==> src/spi_tail_pkg.sv <==
// constants for the serial controller interrupt, dma and legacy register tail
package spi_tail_pkg;
    // register byte addresses
    localparam logic [31:0] A_INT_CLR = 32'h101406A0;
    localparam logic [31:0] A_CPU_SEL = 32'h101406A4;
    localparam logic [31:0] A_DMA_CTL = 32'h101406A8;
    localparam logic [31:0] A_LG_DATA = 32'h101406B0;
    localparam logic [31:0] A_LG_STAT = 32'h101406B4;
    localparam logic [31:0] A_LG_CTRL = 32'h101406B8;
    localparam logic [31:0] A_LG_IEN  = 32'h101406BC;
    // reset values
    localparam logic [1:0]  CPU_SEL_RST = 2'h1;
    localparam logic [1:0]  DMA_CTL_RST = 2'h0;
    // fifo shape and fixed fill thresholds
    localparam int          DATA_W      = 8;
    localparam int          FIFO_DEPTH  = 16;
    localparam int          FIFO_AW     = 4;
    localparam int          LVL_W       = 5;
    localparam logic [4:0]  FILL_FIX    = 5'h04;
    localparam logic [4:0]  TX_BURST_MAX = 5'h0C;
    // field positions
    localparam int CLR_OVR    = 0;
    localparam int CLR_TMO    = 1;
    localparam int SEL_MAIN   = 0;
    localparam int SEL_AUX    = 1;
    localparam int DMA_RX     = 0;
    localparam int DMA_TX     = 1;
    localparam int LD_VALID0  = 16;
    localparam int LS_SEL     = 25;
    localparam int LS_OEMPTY  = 23;
    localparam int LS_OLVL    = 21;
    localparam int LS_IFULL   = 20;
    localparam int LS_IDATA   = 19;
    localparam int LS_ILVL    = 18;
    localparam int LC_EN      = 31;
    localparam int LC_MS      = 30;
    localparam int LC_CPOL    = 29;
    localparam int LC_NCPHA   = 28;
    localparam int LC_OFLUSH  = 21;
    localparam int LC_IFLUSH  = 20;
    localparam int LC_CSAUTO  = 11;
    localparam int LC_SOFT    = 0;
endpackage

==> src/spi_byte_fifo.sv <==
// sixteen-entry byte fifo with flush, level and flags
`timescale 1ns/1ns
module spi_byte_fifo (
    input  wire logic                              clk,
    input  wire logic                              rst,
    input  wire logic                              flush,
    input  wire logic                              push,
    input  wire logic [spi_tail_pkg::DATA_W-1:0]   din,
    input  wire logic                              pop,
    output logic      [spi_tail_pkg::DATA_W-1:0]   head,
    output logic      [spi_tail_pkg::LVL_W-1:0]    level,
    output logic                                   full,
    output logic                                   empty
);
    logic [spi_tail_pkg::DATA_W-1:0]  mem [spi_tail_pkg::FIFO_DEPTH];
    logic [spi_tail_pkg::FIFO_AW-1:0] wptr_r;
    logic [spi_tail_pkg::FIFO_AW-1:0] rptr_r;
    logic [spi_tail_pkg::LVL_W-1:0]   cnt_r;
    logic                             do_push;
    logic                             do_pop;

    // flags and accepted moves; a push when full or pop when empty is dropped
    assign full    = (cnt_r == 5'(spi_tail_pkg::FIFO_DEPTH));
    assign empty   = (cnt_r == 5'h00);
    assign do_push = push && !full;
    assign do_pop  = pop && !empty;
    assign head    = mem[rptr_r];
    assign level   = cnt_r;

    // storage
    always_ff @(posedge clk) begin
        if (do_push) begin
            mem[wptr_r] <= din;
        end
    end

    // pointers and count, flush wins over any move
    always_ff @(posedge clk) begin
        if (rst || flush) begin
            wptr_r <= 4'h0;
            rptr_r <= 4'h0;
            cnt_r  <= 5'h00;
        end else begin
            if (do_push) begin
                wptr_r <= wptr_r + 4'h1;
            end
            if (do_pop) begin
                rptr_r <= rptr_r + 4'h1;
            end
            cnt_r <= cnt_r + 5'(do_push) - 5'(do_pop);
        end
    end
endmodule // spi_byte_fifo

==> src/spi_irq_dma_legacy_regs.sv <==
// interrupt routing, dma requests and legacy register view of the serial controller
`timescale 1ns/1ns
// Functional notes
// - writing one to clear bit 0 clears overrun flag and empties receive fifo
// - route select bit 1 gates auxiliary controller irq, bit 0 main cpu, reset 1
// - single requests always raised; burst requests added alongside
// - transmit request while tx enable, tx fifo not full and module enabled
// - transmit burst request when tx fifo has room for four words
// - receive request while rx enable, rx fifo not empty and module enabled
// - receive burst request when rx fifo holds at least four words
// - dropping dma enable or module enable drops the matching requests
// - four legacy registers operate the same controller as the primary set
// - legacy fifos are sixteen deep with thresholds fixed at four
// - legacy write needs low valid flag, low byte only; high valid reads zero
// - legacy status write one to bit 23 clears out-empty flag; bits 21..18 follow fifo state, all other bits ignored
// - legacy status shows out count 17:9, in count 8:0, bit 25 selected
// - legacy control bit 31 enable, 30 master, 29 falling edge primary
// - legacy phase bit 28 is the inverse of the primary phase bit
// - legacy bit 11 selects automatic chip select, else software slave select field
// - four-bit rate code picks one of sixteen rates; code zero still clocks
// - primary rate changes do not update the legacy rate field
// - legacy write and read enables read one; burst fields have no effect
// - legacy soft clear bit 0 clears pending interrupts and both fifos
// - legacy enables gate out-empty, out-level, in-full and in-data events
// - latched flags clear by writing one; fifo state flags follow their condition
module spi_irq_dma_legacy_regs (
    input  wire logic         MCLK,
    input  wire logic         RST,
    input  wire logic [31:0]  ADDR,
    input  wire logic [31:0]  WDATA,
    input  wire logic         WR,
    input  wire logic         RD,
    output logic      [31:0]  RDATA,
    input  wire logic         MOD_EN,
    input  wire logic [6:0]   IRQ_MASK,
    input  wire logic         SLAVE_SENDING,
    input  wire logic         EXT_SEL_PIN,
    input  wire logic         RX_TMO,
    input  wire logic         RX_PUSH,
    input  wire logic [7:0]   RX_BYTE,
    input  wire logic         TX_POP,
    output logic      [7:0]   TX_BYTE,
    output logic              TX_AVAIL,
    output logic              IRQ_MAIN,
    output logic              IRQ_AUX,
    output logic              TX_DMA_SREQ,
    output logic              TX_DMA_BREQ,
    output logic              RX_DMA_SREQ,
    output logic              RX_DMA_BREQ,
    output logic              CFG_EN,
    output logic              CFG_MASTER,
    output logic              CFG_CPOL,
    output logic              CFG_CPHA,
    output logic              CFG_CS_AUTO,
    output logic      [2:0]   CFG_SS,
    output logic      [3:0]   CFG_RATE
);
    logic [1:0]  cpu_sel_r;
    logic [1:0]  dma_ctl_r;
    logic [2:0]  burst_len_r;
    logic [2:0]  burst_gap_r;
    logic        ncpha_r;
    logic [24:0] lien_r;
    logic        ovr_r;
    logic        tmo_r;
    logic        oempty_r;
    logic        ext_s1_r;
    logic        ext_s2_r;
    logic [31:0] rdata_nxt;
    logic        wr_iclr;
    logic        wr_lstat;
    logic        wr_lctrl;
    logic        soft_clr;
    logic        rx_flush;
    logic        tx_flush;
    logic        tx_push;
    logic        rx_pop;
    logic        en;
    logic [7:0]  rx_head;
    logic [7:0]  tx_head;
    logic [4:0]  rx_lvl;
    logic [4:0]  tx_lvl;
    logic        rx_full;
    logic        rx_empty;
    logic        tx_full;
    logic        tx_empty;
    logic [6:0]  raw;
    logic [4:0]  lflags;
    logic [4:0]  lmask;
    logic        irq_any;

    // write decode
    assign wr_iclr  = WR && (ADDR == spi_tail_pkg::A_INT_CLR);
    assign wr_lstat = WR && (ADDR == spi_tail_pkg::A_LG_STAT);
    assign wr_lctrl = WR && (ADDR == spi_tail_pkg::A_LG_CTRL);
    assign soft_clr = wr_lctrl && WDATA[spi_tail_pkg::LC_SOFT];
    // fifo flushes, receive from either view, transmit from legacy only
    assign rx_flush = (wr_iclr && WDATA[spi_tail_pkg::CLR_OVR]) || soft_clr
                   || (wr_lctrl && WDATA[spi_tail_pkg::LC_IFLUSH]);
    assign tx_flush = soft_clr || (wr_lctrl && WDATA[spi_tail_pkg::LC_OFLUSH]);
    // legacy data port pushes only with the low valid flag, low byte kept
    assign tx_push  = WR && (ADDR == spi_tail_pkg::A_LG_DATA) && WDATA[spi_tail_pkg::LD_VALID0];
    assign rx_pop   = RD && (ADDR == spi_tail_pkg::A_LG_DATA);
    // module enable from primary control or legacy enable, same controller
    assign en       = MOD_EN || CFG_EN;

    // receive fifo, sixteen bytes
    spi_byte_fifo u_rx_fifo (
        .clk   (MCLK),
        .rst   (RST),
        .flush (rx_flush),
        .push  (RX_PUSH),
        .din   (RX_BYTE),
        .pop   (rx_pop),
        .head  (rx_head),
        .level (rx_lvl),
        .full  (rx_full),
        .empty (rx_empty)
    );

    // transmit fifo, sixteen bytes
    spi_byte_fifo u_tx_fifo (
        .clk   (MCLK),
        .rst   (RST),
        .flush (tx_flush),
        .push  (tx_push),
        .din   (WDATA[7:0]),
        .pop   (TX_POP),
        .head  (tx_head),
        .level (tx_lvl),
        .full  (tx_full),
        .empty (tx_empty)
    );

    // head byte toward the shift engine
    always_ff @(posedge MCLK) begin
        if (RST) begin
            TX_BYTE  <= 8'h00;
            TX_AVAIL <= 1'b0;
        end else begin
            TX_BYTE  <= tx_head;
            TX_AVAIL <= !tx_empty && !TX_POP && !tx_flush;
        end
    end

    // external select pin synchroniser
    always_ff @(posedge MCLK) begin
        if (RST) begin
            ext_s1_r <= 1'b0;
            ext_s2_r <= 1'b0;
        end else begin
            ext_s1_r <= EXT_SEL_PIN;
            ext_s2_r <= ext_s1_r;
        end
    end

    // cpu route and dma control registers
    always_ff @(posedge MCLK) begin
        if (RST) begin
            cpu_sel_r <= spi_tail_pkg::CPU_SEL_RST;
            dma_ctl_r <= spi_tail_pkg::DMA_CTL_RST;
        end else if (WR && ADDR == spi_tail_pkg::A_CPU_SEL) begin
            cpu_sel_r <= WDATA[1:0];
        end else if (WR && ADDR == spi_tail_pkg::A_DMA_CTL) begin
            dma_ctl_r <= WDATA[1:0];
        end
    end

    // legacy control; burst fields stored for read back only
    always_ff @(posedge MCLK) begin
        if (RST) begin
            CFG_EN      <= 1'b0;
            CFG_MASTER  <= 1'b0;
            CFG_CPOL    <= 1'b0;
            ncpha_r     <= 1'b0;
            CFG_CPHA    <= 1'b1;
            burst_len_r <= 3'h0;
            burst_gap_r <= 3'h0;
            CFG_CS_AUTO <= 1'b0;
            CFG_SS      <= 3'h0;
            CFG_RATE    <= 4'h0;
        end else if (wr_lctrl) begin
            CFG_EN      <= WDATA[spi_tail_pkg::LC_EN];
            CFG_MASTER  <= WDATA[spi_tail_pkg::LC_MS];
            CFG_CPOL    <= WDATA[spi_tail_pkg::LC_CPOL];
            ncpha_r     <= WDATA[spi_tail_pkg::LC_NCPHA];
            CFG_CPHA    <= !WDATA[spi_tail_pkg::LC_NCPHA];
            burst_len_r <= WDATA[27:25];
            burst_gap_r <= WDATA[24:22];
            CFG_CS_AUTO <= WDATA[spi_tail_pkg::LC_CSAUTO];
            CFG_SS      <= WDATA[10:8];
            CFG_RATE    <= WDATA[4:1];
        end
    end

    // legacy interrupt enable and watermark fields
    always_ff @(posedge MCLK) begin
        if (RST) begin
            lien_r <= 25'h0;
        end else if (WR && ADDR == spi_tail_pkg::A_LG_IEN) begin
            lien_r <= WDATA[24:0];
        end
    end

    // latched event flags, a set in the clearing cycle wins
    always_ff @(posedge MCLK) begin
        if (RST) begin
            ovr_r    <= 1'b0;
            tmo_r    <= 1'b0;
            oempty_r <= 1'b0;
        end else begin
            ovr_r <= (RX_PUSH && rx_full) || (ovr_r && !soft_clr
                     && !(wr_iclr && WDATA[spi_tail_pkg::CLR_OVR]));
            tmo_r <= RX_TMO || (tmo_r && !soft_clr
                     && !(wr_iclr && WDATA[spi_tail_pkg::CLR_TMO]));
            oempty_r <= (SLAVE_SENDING && !CFG_MASTER && tx_empty)
                     || (oempty_r && !soft_clr
                     && !(wr_lstat && WDATA[spi_tail_pkg::LS_OEMPTY]));
        end
    end

    // raw primary states and legacy flags; fifo state ones follow the fifos
    assign raw    = {tx_empty, rx_full, !rx_empty, tx_lvl < spi_tail_pkg::FILL_FIX,
                     rx_lvl >= spi_tail_pkg::FILL_FIX, tmo_r, ovr_r};
    assign lflags = {oempty_r, tx_lvl < spi_tail_pkg::FILL_FIX, rx_full,
                     !rx_empty, rx_lvl >= spi_tail_pkg::FILL_FIX};
    assign lmask  = {lien_r[23], lien_r[21], lien_r[20], lien_r[19], lien_r[18]};
    assign irq_any = |(raw & IRQ_MASK) || |(lflags & lmask);

    // routed, registered processor interrupts
    always_ff @(posedge MCLK) begin
        if (RST) begin
            IRQ_MAIN <= 1'b0;
            IRQ_AUX  <= 1'b0;
        end else begin
            IRQ_MAIN <= irq_any && cpu_sel_r[spi_tail_pkg::SEL_MAIN];
            IRQ_AUX  <= irq_any && cpu_sel_r[spi_tail_pkg::SEL_AUX];
        end
    end

    // dma requests, single and burst side by side
    always_ff @(posedge MCLK) begin
        if (RST) begin
            TX_DMA_SREQ <= 1'b0;
            TX_DMA_BREQ <= 1'b0;
            RX_DMA_SREQ <= 1'b0;
            RX_DMA_BREQ <= 1'b0;
        end else begin
            TX_DMA_SREQ <= dma_ctl_r[spi_tail_pkg::DMA_TX] && en && !tx_full;
            TX_DMA_BREQ <= dma_ctl_r[spi_tail_pkg::DMA_TX] && en
                           && (tx_lvl <= spi_tail_pkg::TX_BURST_MAX);
            RX_DMA_SREQ <= dma_ctl_r[spi_tail_pkg::DMA_RX] && en && !rx_empty;
            RX_DMA_BREQ <= dma_ctl_r[spi_tail_pkg::DMA_RX] && en
                           && (rx_lvl >= spi_tail_pkg::FILL_FIX);
        end
    end

    // read mux, unmapped addresses read zero
    always_comb begin
        rdata_nxt = 32'h00000000;
        case (ADDR)
            spi_tail_pkg::A_CPU_SEL: rdata_nxt = {30'h0, cpu_sel_r};
            spi_tail_pkg::A_DMA_CTL: rdata_nxt = {30'h0, dma_ctl_r};
            spi_tail_pkg::A_LG_DATA: rdata_nxt = {14'h0, 1'b0, !rx_empty, 8'h00, rx_head};
            spi_tail_pkg::A_LG_STAT: rdata_nxt = {6'h00, ext_s2_r, tx_full, lflags[4],
                                      1'b0, lflags[3:0], 4'h0, tx_lvl, 4'h0, rx_lvl};
            spi_tail_pkg::A_LG_CTRL: rdata_nxt = {CFG_EN, CFG_MASTER, CFG_CPOL, ncpha_r,
                                      burst_len_r, burst_gap_r, 10'h000, CFG_CS_AUTO,
                                      CFG_SS, 2'h3, 1'b0, CFG_RATE, 1'b0};
            spi_tail_pkg::A_LG_IEN:  rdata_nxt = {7'h00, lien_r};
            default:                 rdata_nxt = 32'h00000000;
        endcase
    end

    // read data stands one cycle after the strobe
    always_ff @(posedge MCLK) begin
        if (RST) begin
            RDATA <= 32'h00000000;
        end else begin
            RDATA <= RD ? rdata_nxt : 32'h00000000;
        end
    end

    property p_ovr_clr;
        @(posedge MCLK) disable iff (RST)
        (wr_iclr && WDATA[spi_tail_pkg::CLR_OVR] && !(RX_PUSH && rx_full)) |=> (rx_lvl == 5'h00) && !ovr_r;
    endproperty
    a_ovr_clr: assert property (p_ovr_clr) else $error("overrun clear failed");
    property p_route;
        @(posedge MCLK) disable iff (RST)
        IRQ_AUX |-> $past(cpu_sel_r[1]) && $past(irq_any);
    endproperty
    a_route: assert property (p_route) else $error("aux irq without select");
    property p_tx_req;
        @(posedge MCLK) disable iff (RST)
        TX_DMA_SREQ |-> $past(dma_ctl_r[1]) && $past(en) && !$past(tx_full);
    endproperty
    a_tx_req: assert property (p_tx_req) else $error("tx request without cause");
    property p_tx_burst;
        @(posedge MCLK) disable iff (RST)
        (dma_ctl_r[1] && en && tx_lvl > 5'h0C) |=> !TX_DMA_BREQ;
    endproperty
    a_tx_burst: assert property (p_tx_burst) else $error("tx burst with little room");
    property p_rx_req;
        @(posedge MCLK) disable iff (RST)
        (dma_ctl_r[0] && en && !rx_empty) |=> RX_DMA_SREQ;
    endproperty
    a_rx_req: assert property (p_rx_req) else $error("rx request missing");
    property p_rx_burst;
        @(posedge MCLK) disable iff (RST)
        RX_DMA_BREQ |-> $past(rx_lvl) >= 5'h04;
    endproperty
    a_rx_burst: assert property (p_rx_burst) else $error("rx burst below four");
    property p_dma_off;
        @(posedge MCLK) disable iff (RST)
        !en |=> !TX_DMA_SREQ && !TX_DMA_BREQ && !RX_DMA_SREQ && !RX_DMA_BREQ;
    endproperty
    a_dma_off: assert property (p_dma_off) else $error("request while disabled");
    property p_hv_zero;
        @(posedge MCLK) disable iff (RST)
        (RD && ADDR == spi_tail_pkg::A_LG_DATA) |=> !RDATA[17];
    endproperty
    a_hv_zero: assert property (p_hv_zero) else $error("high valid reads one");
    property p_lstat_cnt;
        @(posedge MCLK) disable iff (RST)
        (RD && ADDR == spi_tail_pkg::A_LG_STAT) |=> RDATA[17:9] == {4'h0, $past(tx_lvl)};
    endproperty
    a_lstat_cnt: assert property (p_lstat_cnt) else $error("bad out count");
    property p_phase;
        @(posedge MCLK) disable iff (RST)
        wr_lctrl |=> CFG_CPHA == !$past(WDATA[spi_tail_pkg::LC_NCPHA]);
    endproperty
    a_phase: assert property (p_phase) else $error("phase not inverted");
    property p_soft;
        @(posedge MCLK) disable iff (RST)
        soft_clr |=> tx_lvl == 5'h00 && rx_lvl == 5'h00;
    endproperty
    a_soft: assert property (p_soft) else $error("soft clear left data");
    property p_irq_main;
        @(posedge MCLK) disable iff (RST)
        !$past(RST) |-> IRQ_MAIN == ($past(irq_any) && $past(cpu_sel_r[0]));
    endproperty
    a_irq_main: assert property (p_irq_main) else $error("main irq mismatch");
    c_burst: cover property (@(posedge MCLK) disable iff (RST) RX_DMA_BREQ);
    c_aux: cover property (@(posedge MCLK) disable iff (RST) IRQ_AUX && !IRQ_MAIN);
    c_ovr: cover property (@(posedge MCLK) disable iff (RST) RX_PUSH && rx_full);
endmodule // spi_irq_dma_legacy_regs

==> config.mk <==
export PLATFORM = sky130hd
export DESIGN_NAME = spi_irq_dma_legacy_regs
export DESIGN_NICKNAME = d
export VERILOG_FILES = /design/src/spi_tail_pkg.sv /design/src/spi_byte_fifo.sv /design/src/spi_irq_dma_legacy_regs.sv
export SDC_FILE = /design/constraint.sdc
export NUM_CORES = 1
export LEC_CHECK = 0
export BUFFER_PORTS_ARGS = -buffer_cell sky130_fd_sc_hd__buf_2
export CAP_MARGIN = 25
export CELL_PAD_IN_SITES_DETAIL_PLACEMENT = 1
export CELL_PAD_IN_SITES_GLOBAL_PLACEMENT = 1
export CORE_MARGIN = 5
export CORE_UTILIZATION = 25
export DETAILED_ROUTE_END_ITERATION = 12
export GPL_TIMING_DRIVEN = 0
export PLACE_DENSITY_LB_ADDON = 0.1
export SYNTH_ARGS = -nofsm -noshare
export SYNTH_HDL_FRONTEND = slang
export SYNTH_HIERARCHICAL = 1
export SYNTH_SLANG_ARGS = --single-unit
==> constraint.sdc <==
create_clock -name MCLK -period 3.78 [get_ports MCLK]
set_clock_uncertainty 0.1 [all_clocks]
set_input_delay 0 -clock MCLK [delete_from_list [all_inputs] [get_ports MCLK]]
set_output_delay 0 -clock MCLK [all_outputs]
set_load 0.02 [all_outputs]
# == Yosys cells after proc, flatten, opt, wreduce, memory -nomap -nowiden ==
# Memories as Yosys holds them, arrays and structs flattened. A register that Yosys moved wholly into a read port is not among the register bits.
# Index checks and enable logic that the tools add are counted.
# classes
addsub,8
order_cmp,3
n_eq_ne,9
muxes,7
bitwise_logic,4
reduce_logical,66
# op_table
op,count
equality test 32 x 29 -> 1 bit (second input constant),7
case mux 32 bit (6 select lines),1
logical AND 1 bit,38
adder 4 x 1 -> 4 bit (second input constant),4
logical NOT 1 bit,12
adder 5 x 1 -> 5 bit,2
equality test 5 bit (second input constant),2
logical NOT 5 bit,2
logical OR 1 bit,10
subtractor 5 x 1 -> 5 bit,2
2-to-1 mux 4 bit,2
bitwise AND 7 bit,1
OR reduction 7 bit,1
bitwise AND 5 bit,1
>= comparator 5 x 3 -> 1 bit (second input constant),1
<= comparator 5 x 4 -> 1 bit (second input constant),1
< comparator 5 x 3 -> 1 bit (second input constant),1
OR reduction 5 bit,1
2-to-1 mux 1 bit,4
NOT 1 bit,2
AND reduction 2 bit,1
OR reduction 2 bit,1
# word_totals
register_bits,118
ram_bits,256
in_bits,89
out_inout_bits,59
wordCells,131
n_memories,2
# mem_list
name,words,width,rd,rd_ports_with_merged_regs,write_ports,line,rtl
u_rx_fifo.mem,16,8,1,1,1,spi_byte_fifo.sv:15,logic [spi_tail_pkg::DATA_W-1:0] mem [spi_tail_pkg::FIFO_DEPTH];
u_tx_fifo.mem,16,8,1,1,1,spi_byte_fifo.sv:15,

# == Logic depth before layout (Yosys ltp) ==
# Gate-level depths: netlist of run 1.
# depth
depth_word,7
depth_mapped,15
mapped_depth_nobuf,14

# == Cells and area by module ==
# The synthesis of run 1 kept the hierarchy.
# by_module_without_submodules
mod,instances,cells_each,area_per_inst_um2,seq_area_each_um2
spi_byte_fifo,2,310,5811.8,4184.0
spi_irq_dma_legacy_regs,1,431,3986.3,2001.9

# == Worst setup path after synthesis of run 1 ==
# No wires, ideal clock.
# synth_timing
path_type,input -> register
startpoint,in ADDR[13]
endpoint,"reg u_tx_fifo.cnt_r, in the netlist u_tx_fifo/level[4]"
setup_time_ns,0.070
arrival_time_ns,2.907
slack_ns,0.703
cell_stages,13
path_cell_list,nor4b_2 > nand2_1 > nor3_2 > and4_1 > nand2_1 > ha_1 > inv_1 > ha_1 > fa_1 > a21oi_1 > nor2_1 > or3_1 > a21oi_1
# synth_between
elab_chain_cells,6
word_cells_on_any_way,12
classes_between,2 x add/sub; 2 x eq/ne; 8 x reduce/logical
# synth_lines
item,line,rtl
from (decl),spi_irq_dma_legacy_regs.sv:29,"input wire logic [31:0] ADDR,"
equality test 32 x 29 -> 1 bit,spi_irq_dma_legacy_regs.sv:102,assign tx_push = WR && (ADDR == spi_tail_pkg::A_LG_DATA) && WDATA[spi_tail_pkg::LD_VALID0];
logical AND 1 bit (2 in a row),spi_irq_dma_legacy_regs.sv:102,
named net tx_push,spi_irq_dma_legacy_regs.sv:76,logic tx_push;
logical AND 1 bit,spi_byte_fifo.sv:25,assign do_push = push && !full;
adder 5 x 1 -> 5 bit,spi_byte_fifo.sv:50,cnt_r <= cnt_r + 5'(do_push) - 5'(do_pop);
subtractor 5 x 1 -> 5 bit,spi_byte_fifo.sv:50,
to (signal assigned),spi_byte_fifo.sv:50,
to (decl),spi_byte_fifo.sv:18,logic [spi_tail_pkg::LVL_W-1:0] cnt_r;
# The timed path passes the listed nets, and every way through them passes these cells.
# A chain may end at the register's enable or synchronous reset.

==> results by group, run 1 <==
Route
  • Via count: 9858
  • DRT iter0 DRCs: ~450
  • Final ANT Viol Nets: 0
  • DR WL/cell: 21.7 microns
  • DRC viols: 0
  • Via density per instance: approximately 4.5
  • Initial DRT Pass Iterations: 5
  • Final WL: 48.0 mm

Yosys
  • Cells after synthesis: approximately 1100
  • Top post-synthesis cells by count: edfxtp_1, dfxtp_1, nand2_1
  • Mean cell area of the mapped netlist: ~15 sq um
  • Top-area cell type share of the netlist area: 49.2%
  • Ys async rst share: 0%
  • Top post-synthesis cells by area: edfxtp_1, dfxtp_1, mux4_2
  • Yosys reg bits: just under 400
  • Synthesized Nets: 1164
  • EDFF count, synth: 256
  • Dominant cell type by area after synthesis: edfxtp_1
  • Most common cell in the synthesized netlist: edfxtp_1
  • Register area share after synthesis: 66.4%
  • Main flop type after synthesis: edfxtp_1
  • Synth Cell Area: about 16000 sq um
  • Netlist cell types: ~60
  • Ys Warns: 6

Global routing
  • Largest net degree at the start of global routing: 24
  • Congestion Overflow GR: 0
  • First-pass GRT wire length: 71.0 mm
  • GRT Resource Usage Total: about 14%
  • Vias in the first global route: approximately 11000
  • Initial antenna violation count: 0

Critical path
  • Element type at the critical path end: register
  • Critical path capture point: RDATA[6]$_SDFF_PP0_
  • Number of cells on the critical path: 8
  • Crit path cell chain: buf_1 > mux4_2 > a22oi_1 > nand2_1 > o211ai_1 > dlygate4sd3_1 > a21oi_1 > dlygate4sd3_1
  • Worst Path Required: roughly 4.1 ns
  • CP delay by family, top: buffers and inverters
  • Worst setup path category: register to register
  • Crit-path most repeated cell: dlygate4sd3_1
  • Crit path buf inv count: 3
  • R2R cell count: 8
  • Crit path max-delay cell type: buf_1
  • Flop2flop setup slack: approximately 0.25 ns
  • Worst setup SP type: register
  • Largest stage delay on the critical path: 0.66 ns
  • Crit Reg-Reg Endpoint: RDATA[6]$_SDFF_PP0_
  • Critical Path AT: between 3 and 4 ns
  • Critical-path maximum fanout: 10

Clock tree
  • CTS tree: yes
  • H-tree level count: 2
  • Clock-pin slew on the worst setup and hold paths: ~0.05 ns
  • CTS max path bufs: 3
  • Clock sink total: a little under 400
  • Num CTS Buffers: 47
  • Clk root buf: clkbuf_16
  • Worst-Skew Late Latency: slightly below 0.6 ns

Final layout
  • Final instance area: 19900 sq um
  • Final net count: ~1400
  • Fillers: roughly 6500
  • Synth-to-Final Area Change: 27.3%
  • Layout cells sized above 1: 23.8%

Power and ir drop
  • Total Power: about 0.011 W
  • Pwr/cell area: roughly 540 nW/um^2
  • Pleak: 7.18 nW
  • Max VDD drop: between 0.3 and 0.4 mV

STA
  • Pins Over Slew Limit: 0
  • Slew HR: about 35%
  • Hold slack: around 0.077 ns
  • Minimum clock period: 3.53 ns
  • Max Fclk: between 0.2 and 0.3 GHz
  • Final setup TNS: 0 ns
  • Worst Tran Pin Value: 0.977 ns
  • Unrepaired setup endpoints after global routing: false
  • Final setup viols: 0
  • Final Hold Viols: 0
  • Final Cycle Share: slightly above 90%

Placement
  • Detailed Place HPWL: around 34 mm
  • Buffers on Ports: 143
  • GP Congestion: about 0.76
  • Post-DP Area: approximately 17000 sq um

Die
  • Die X: between 200 and 300 microns
  • # IOs: approximately 150
  • Row count: 91
  • Area of the core: ~60000 sq um
  • Die height: 260 microns
  • Starting Density: about 25%
  • Die ar.: 67500 sq um

Outcome
  • Outcome: completed

Flow run
  • Max Cap Viol: 0

Worst hold path
  • Worst Hold Class: primary input to register
==> worst min-delay path by stage <==
stage                               end  cells after the start  slack, ns         from
floorplan           TX_AVAIL$_SDFF_PP0_                      1      -0.02       TX_POP
global placement    ext_s1_r$_SDFF_PP0_                      2       0.11  EXT_SEL_PIN
detailed placement  ext_s1_r$_SDFF_PP0_                      2       0.13  EXT_SEL_PIN
CTS                    ovr_r$_SDFF_PP0_                      6       0.03      ADDR[4]
global route        ext_s1_r$_SDFF_PP0_                      3       0.07  EXT_SEL_PIN
finish                 ovr_r$_SDFF_PP0_                      6       0.08      ADDR[4]
==> routing by layer <==
layer  share of wire [%]  routed length, microns  up-vias  GRT usage [%]
met5                   0                       0        -              0
met4                 1.5                     732        0           3.26
met3                 3.4                    1630       49           2.31
met2                  48                   23100      165           23.2
met1                  47                   22600     5095           19.6
li1                    -                       -     4549              -
==> sequential cells by signal, indices dropped and copies added (netlist names), 2 cells and up, named ones only <==
signal and count:
cpu_sel_r 2, u_rx_fifo/rptr_r 4, u_tx_fifo/rptr_r 4, dma_ctl_r 2, u_rx_fifo/level 5, lien_r 25
u_rx_fifo/mem 128, u_tx_fifo/level 5, CFG_SS 3, RDATA 32, CFG_RATE 4, TX_BYTE 8
burst_len_r 3, burst_gap_r 3, u_rx_fifo/wptr_r 4, u_tx_fifo/wptr_r 4, u_tx_fifo/mem 128
==> where the power goes <==
group	switching (W)	leakage [nW]	internal (W)
Combinational	0.000773	3.03	0.000639
Sequential	0.000114	3.39	0.00467
Clock	0.00183	0.765	0.00270
==> worst min-delay path: cells and delay by family <==
family,cells,cell delay (ns)
and+or+nand+nor,2,0.27
xor gates and xnor gates,1,0.08
buffers and inverters,1,0.14
AOI/OAI and AO/OA,2,0.21
==> placed cells by master, fill, tap and decap left out, types with 10 or more instances in the layout <==
master / count
xor2_1: 11
ha_1: 22
dfxtp_1: 134
mux4_1: 28
inv_1: 38
buf_2: 155
and3_1: 10
a32oi_1: 10
clkbuf_1: 31
clkbuf_16: 47
and2_1: 25
dlygate4sd3_1: 72
nor2_1: 91
nand2_1: 96
nand3_1: 14
edfxtp_1: 256
a22oi_1: 47
mux4_2: 36
buf_4: 17
buf_6: 10
mux2i_1: 21
nor2b_1: 13
a21oi_1: 41
nor4_2: 11
==> final cells by class <==
cell class / instances / area, sq um / area share [%]
inverter: 38 / 143 / 0.718
clock inverter: 26 / 277 / 1.39
tap: 837 / 1050 / 5.27
sequential: 390 / 10400 / 52.2
multi-input combinational: 567 / 4800 / 24.2
clock buffer: 62 / 1290 / 6.50
buffer: 56 / 350 / 1.76
timing repair buffer: 232 / 1580 / 7.96
antenna: 2 / 5.00 / 0.0252
==> cells by family after synthesis <==
group | synth area share [%]
AO/OA/AOI/OAI | 5.43
XOR/XNOR | 1.12
adder cells (fa/ha/maj) | 2.02
buffers and inverters | 3.15
flip-flops | 66.4
multiplexers | 11.3
AND/OR/NAND/NOR | 10.6
==> stage by stage <==
| stage | cells | util [%] | setup WS [ns] |
|---|---|---|---|
| after floorplan | 1051 | - | 0.703 |
| after global placement | 2031 | 28.1 | -0.773 |
| after detailed placement | 2041 | 28.3 | -0.601 |
| after CTS | 2202 | 32.0 | 0.0471 |
| after global routing | 2208 | 32.1 | 0.0697 |
| final | 2210 | 32.1 | 0.251 |
==> timing repair <==
item / in CTS / in global routing
hold buffers: 73 / 0
resized for setup: 0 / 4
setup endpoints to repair: 0 / 14
hold endpoints to repair: 345 / 0
setup buffers: 0 / 2
No activity file was read; power rests on OpenSTA's default activity.
==> run 2, diff against run 1 <==
==> constraint.sdc (replaced) <==
create_clock -name MCLK -period 4.3 [get_ports MCLK]
set_clock_uncertainty 0.1 [all_clocks]
set_input_delay 0 -clock MCLK [delete_from_list [all_inputs] [get_ports MCLK]]
set_output_delay 0 -clock MCLK [all_outputs]
set_load 0.02 [all_outputs]
==> results by group, run 2 (synthesis gave the netlist of run 1 again) <==
Outcome
  • Outcome: completed

Placement
  • Buffers on Ports: 143 (unchanged)
  • GP Congestion: 0.760 (unchanged)
  • Placed Instances: 2041 (unchanged)
  • Detailed Place HPWL: 34.0 mm (unchanged)

Clock tree
  • CTS tree: yes
  • Clock-pin slew on the worst setup and hold paths: 0.05 ns (about the same)
  • Clk root buf: clkbuf_16
  • Clock sink total: 390 (unchanged)
  • CTS max path bufs: 3 (unchanged)
  • Worst-Skew Late Latency: 0.58 ns (about the same)
  • Num CTS Buffers: 47 (unchanged)
  • H-tree level count: 2 (unchanged)

Critical path
  • Crit path max-delay cell type: dlygate4sd3_1
  • Crit Reg-Reg Endpoint: RDATA[6]$_SDFF_PP0_
  • Worst setup SP type: primary input
  • Worst Path Required: 4.66 ns (+0.53 ns)
  • Largest stage delay on the critical path: 0.59 ns (-0.07 ns)
  • Critical Path AT: 4.26 ns (+0.38 ns)
  • R2R cell count: 8 (unchanged)
  • Critical-path maximum fanout: 10 (unchanged)
  • Crit-path most repeated cell: dlygate4sd3_1
  • Worst setup path category: primary input to register
  • Element type at the critical path end: register
  • Flop2flop setup slack: 0.74 ns (+0.49 ns)
  • Crit path cell chain: dlygate4sd3_1 > buf_2 > nor4_4 > nand4_4 > dlymetal6s4s_1 > or4_4 > dlygate4sd3_1 > buf_6 > buf_6 > nor3b_2 > dlygate4sd3_1 > nor2_1 > dlygate4sd3_1

STA
  • Minimum clock period: around 3.9 ns
  • Slew HR: 34.5% (-0.13 points)
  • Pins Over Slew Limit: 0 (unchanged)
  • Final Cycle Share: 90.7%
  • Final Hold Viols: 0 (unchanged)
  • Worst Tran Pin Value: 0.979 ns (+0.00198 ns)
  • Final setup viols: 0 (unchanged)
  • Final setup TNS: 0 ns (unchanged)
  • Max Fclk: 0.256 GHz
  • Unrepaired setup endpoints after global routing: false

Final layout
  • Non-Filler Instances: 2212 (+0.090%)
  • Synth-to-Final Area Change: 27.4%
  • Largest regs: u_rx_fifo/mem x128, u_tx_fifo/mem x128, RDATA x32
  • Fillers: 6549 (+0.11%)
  • Commonest non-fill, non-tap cells in the layout: edfxtp_1, buf_2, dfxtp_1, nand2_1, nor2_1
  • Final net count: 1448 (+0.21%)
  • Util after Layout: 32.2% (+0.039 points)
  • Most common cell after layout, fill and taps aside: edfxtp_1
  • Layout cells sized above 1: 23.7% (-0.052 points)

Route
  • DR WL/cell: 21.6 microns (-0.43%)
  • Via density per instance: 4.46 (about the same)
  • Final ANT Viol Nets: 0 (unchanged)
  • Final WL: 47.8 mm (-0.34%)
  • Initial DRT Pass Iterations: 4 (-1)
  • DRT iter0 DRCs: 426 (-6.0%)
  • Via count: 9864 (+0.061%)
  • DRC viols: 0 (unchanged)

Die
  • Die height: 260 microns (unchanged)
  • Die ar.: 67500 sq um (unchanged)
  • # IOs: 148 (unchanged)
  • Starting Density: 25.2% (unchanged)
  • Row count: 91 (unchanged)
  • Area of the core: 61800 sq um (unchanged)
  • Die X: 260 microns (unchanged)

Global routing
  • First-pass GRT wire length: 70.9 mm (-0.19%)
  • Largest net degree at the start of global routing: 24 (unchanged)
  • Initial antenna violation count: 0 (unchanged)
  • Congestion Overflow GR: 0 (unchanged)
  • Vias in the first global route: 10600 (+0.066%)
  • GRT Resource Usage Total: 14.0% (-0.043 points)

Power and ir drop
  • Pwr/cell area: 474 nW/um^2 (-12%)
  • Max VDD drop: 0.273 mV (-12%)
  • Pleak: 7.19 nW (about the same)

Worst hold path
  • Hold path start: ADDR[4]
  • Worst Hold Class: primary input to register
  • Hold endpoint: ovr_r$_SDFF_PP0_
  • Cells on Worst Hold Path: 6 (unchanged)

Flow run
  • Max Cap Viol: 0 (unchanged)
## run 2: changes by cell type in the layout (fill, tap and decap cells not counted)
| cell | delta |
|---|---|
| dlygate4sd3_1 | +2 |
| buf_4 | +1 |
| clkbuf_1 | +1 |
| clkbuf_2 | -1 |
| diode_2 | -1 |
## run 2: how the worst max path moves through the flow
stage               cells past startpoint                       endpoint  slack, ns     start
floorplan                              13  u_tx_fifo/level[4]$_SDFF_PP0_       1.22  ADDR[13]
finish                                 13               tmo_r$_SDFF_PP0_       0.40  ADDR[21]
detailed placement                     14  u_tx_fifo/level[4]$_SDFF_PP0_      -0.08  ADDR[12]
global placement                        7  u_tx_fifo/mem[3][1]$_DFFE_PP_      -0.25  ADDR[13]
global route                           18  u_rx_fifo/level[4]$_SDFF_PP0_       0.19  ADDR[12]
CTS                                    15  u_tx_fifo/level[4]$_SDFF_PP0_      0.004  ADDR[12]
## run 2: per-layer routing
metal	wire length, microns	part of all wire, %	global-route usage, %	vias to the layer above
met5	0	0	0	-
met2	23000	48	23.2	172
met1	22400	47	19.5	5090
li1	-	-	-	4553
met3	1680	3.5	2.35	49
met4	734	1.5	3.26	0
## run 2: final cells by class
cell class | instances | area (sq um) | area share, %
timing repair buffer | 235 | 1610 | 8.09
buffer | 56 | 349 | 1.75
sequential | 390 | 10400 | 52.1
clock buffer | 62 | 1290 | 6.50
inverter | 38 | 143 | 0.717
multi-input combinational | 567 | 4800 | 24.2
clock inverter | 26 | 277 | 1.39
antenna | 1 | 2.50 | 0.0126
tap | 837 | 1050 | 5.26
## run 2: critical path: cells and delay by family
family                 cells  cell delay, ns
buffers and inverters      8            3.02
AND/OR/NAND/NOR            5            1.22
## run 2: repair_timing
action                     CTS  global route
buffers inserted             0             3
setup endpoints to repair    0             7
hold endpoints to repair   345             0
gates resized for setup      0             2
hold buffers                75             0
## run 2: power breakdown
| part | switching [W] | leakage [nW] | internal (W) | total [W] |
|---|---|---|---|---|
| clock network | 0.00160 | 0.765 | 0.00237 | 0.00398 |
| registers | 0.000102 | 3.39 | 0.00410 | 0.00421 |
| logic | 0.000681 | 3.03 | 0.000564 | 0.00124 |
| total | 0.00239 | 7.19 | 0.00704 | 0.00943 |
## run 2: through the flow
step           hold WS (ns)  worst slack, ns  total power, W  instance area, sq um
5_1_grt              0.0678            0.191         0.00987                 19900
4_1_cts            0.000911          0.00441         0.00961                 19800
3_5_place_dp          0.126          -0.0808         0.00550                 17500
2_1_floorplan       -0.0213             1.22         0.00504                 15600
6_report             0.0745            0.401         0.00943                 19900
3_3_place_gp          0.113           -0.253         0.00549                 17400
==> run 3, diff against run 2 <==
--- a/config.mk
+++ b/config.mk
@@ -13,7 +13,7 @@
 export CORE_UTILIZATION = 25
 export DETAILED_ROUTE_END_ITERATION = 12
 export GPL_TIMING_DRIVEN = 0
-export PLACE_DENSITY_LB_ADDON = 0.1
+export PLACE_DENSITY = 0.57
 export SYNTH_ARGS = -nofsm -noshare
 export SYNTH_HDL_FRONTEND = slang
 export SYNTH_HIERARCHICAL = 1
==> results by group, run 3 (synthesis gave the netlist of run 1 again) <==
Placement
  • Detailed Place HPWL: 32.7 mm (-3.9%)
  • Buffers on Ports: 143 (unchanged)
  • GP Congestion: 0.793 (+4.3%)

Final layout
  • ANT cells: 0 (-1)
  • Commonest non-fill, non-tap cells in the layout: edfxtp_1, buf_2, dfxtp_1, nand2_1, nor2_1
  • Final net count: 1440 (-0.55%)
  • Synth-to-Final Area Change: 26.4%
  • Largest regs: u_rx_fifo/mem x128, u_tx_fifo/mem x128, RDATA x32
  • Layout cells sized above 1: 23.1% (-0.67 points)
  • Most common cell after layout, fill and taps aside: edfxtp_1

Route
  • Via density per instance: 4.56 (+2.3%)
  • Via count: 10000 (+1.7%)
  • Final WL: 46.6 mm (-2.6%)
  • DRC viols: 0 (unchanged)
  • Final ANT Viol Nets: 0 (unchanged)
  • DR WL/cell: 21.2 microns (-2.1%)
  • DRT iter0 DRCs: 667 (+57%)
  • Initial DRT Pass Iterations: 5 (+1)

Global routing
  • GRT Resource Usage Total: 13.5% (-0.53 points)
  • First-pass GRT wire length: 68.6 mm (-3.1%)
  • Vias in the first global route: 10500 (-0.98%)
  • Largest net degree at the start of global routing: 24 (unchanged)
  • Initial antenna violation count: 1 (+1)
  • Congestion Overflow GR: 0 (unchanged)

STA
  • Unrepaired setup endpoints after global routing: false
  • Final setup viols: 0 (unchanged)
  • Minimum clock period: 4.02 ns (+0.117 ns)
  • Slew HR: 38.6% (+4.1 points)
  • Pins Over Slew Limit: 0 (unchanged)
  • Worst Tran Pin Value: 0.918 ns (-0.0609 ns)
  • Final Hold Viols: 0 (unchanged)
  • Hold slack: 0.0542 ns (-0.0203 ns)
  • Final setup TNS: 0 ns (unchanged)
  • Final Cycle Share: 93.4% (+2.7 points)
  • Max Fclk: 0.249 GHz (-2.9%)

Clock tree
  • Clock-pin slew on the worst setup and hold paths: 0.06 ns (about the same)
  • Clock sink total: 390 (unchanged)
  • H-tree level count: 2 (unchanged)
  • CTS max path bufs: 3 (unchanged)
  • Worst-Skew Late Latency: 0.57 ns (about the same)
  • Num CTS Buffers: 43 (-8.5%)
  • Clk root buf: clkbuf_16
  • CTS tree: yes

Die
  • Row count: 91 (unchanged)
  • Die height: 260 microns (unchanged)
  • Starting Density: 25.2% (unchanged)
  • # IOs: 148 (unchanged)
  • Die ar.: 67500 sq um (unchanged)
  • Area of the core: 61800 sq um (unchanged)
  • Die X: 260 microns (unchanged)

Worst hold path
  • Cells on Worst Hold Path: 4 (-2)
  • Worst Hold Class: primary input to register
  • Hold path start: ADDR[0]
  • Hold endpoint: RDATA[6]$_SDFF_PP0_

Critical path
  • Crit path max-delay cell type: nor3_2
  • R2R cell count: 13 (+5)
  • Worst setup SP type: primary input
  • Flop2flop setup slack: 1.05 ns (+0.31 ns)
  • Worst Path Required: 4.71 ns (+0.05 ns)
  • Worst setup path category: primary input to register
  • Crit Reg-Reg Startpoint: u_rx_fifo/level[2]$_SDFF_PP0_
  • Element type at the critical path end: register
  • Crit Reg-Reg Endpoint: u_rx_fifo/level[4]$_SDFF_PP0_
  • Largest stage delay on the critical path: 0.80 ns (+0.21 ns)
  • Crit path cell chain: dlygate4sd3_1 > buf_2 > nor4_2 > nand2_1 > nor3_2 > and4_1 > nand2_1 > ha_1 > inv_1 > ha_1 > fa_1 > a21oi_1 > nor2_1 > or3_1 > a21oi_1
  • Critical-path maximum fanout: 9 (-1)
  • Critical Path AT: 4.42 ns (+0.16 ns)

Power and ir drop
  • Pleak: 7.09 nW (-1.3%)
  • Pwr/cell area: 468 nW/um^2 (-1.2%)
  • Max VDD drop: 0.344 mV (+26%)

Flow run
  • Max Cap Viol: 0 (unchanged)

Outcome
  • Outcome: completed
run 3: worst max-delay path by stage:
stage,start,to,cells after the start
6_report,ADDR[19],u_tx_fifo/level[4]$_SDFF_PP0_,15
5_1_grt,ADDR[19],u_tx_fifo/level[4]$_SDFF_PP0_,15
4_1_cts,ADDR[1],tmo_r$_SDFF_PP0_,13
3_5_place_dp,ADDR[12],u_tx_fifo/level[4]$_SDFF_PP0_,14
3_3_place_gp,ADDR[13],u_tx_fifo/mem[2][1]$_DFFE_PP_,7
2_1_floorplan,ADDR[13],u_tx_fifo/level[4]$_SDFF_PP0_,13
run 3: critical path, delay by kind of cell:
family / cells / cell delay, ns
simple gates: 7 / 2.41
fa+ha+maj: 3 / 0.99
buf+inv: 3 / 0.69
compound gates: 2 / 0.31
run 3: area by class of cell:
class / instances / area [sq um]
fillers: 6610 / 42100
repair buffers: 231 / 1570
inverters: 38 / 143
flip-flops and latches: 390 / 10400
plain buffers: 56 / 349
well taps: 837 / 1050
multi-input cells: 567 / 4800
clock inverters: 24 / 265
clock buffers: 56 / 1200
run 3: power by group:
| part | internal, W | switching, W | total [W] |
|---|---|---|---|
| Clock | 0.00223 | 0.00157 | 0.00379 |
| Combinational | 0.000567 | 0.000692 | 0.00126 |
| Sequential | 0.00410 | 0.0000882 | 0.00419 |
| Total | 0.00690 | 0.00235 | 0.00924 |
run 3: metal layers:
metal / vias to the layer above / wire [microns] / GRT usage, %
li1: 4521 / - / -
met1: 5203 / 20800 / 18.3
met2: 259 / 22400 / 22.7
met3: 52 / 2470 / 2.41
met4: 0 / 885 / 3.19
met5: - / 0 / 0
run 3: what timing repair did:
action | in CTS | in global routing
hold buffers | 76 | 0
endpoints found under the hold margin | 349 | 0
resized for setup | 0 | 0
buffers inserted | 0 | 2
setup endpoints to repair | 0 | 6
run 3: metrics by stage:
stage | instance area [sq um] | total power, W | worst slack (ns) | utilization (%) | std cells
finish | 19700 | 0.00924 | 0.284 | 31.9 | 2199
global route | 19700 | 0.00964 | 0.0155 | 31.9 | 2199
CTS | 19700 | 0.00936 | 0.122 | 31.9 | 2197
detailed placement | 17500 | 0.00547 | 0.166 | 28.3 | 2041
global placement | 17400 | 0.00544 | 0.0506 | 28.1 | 2031
floorplan | 15600 | 0.00504 | 1.22 | - | 1051
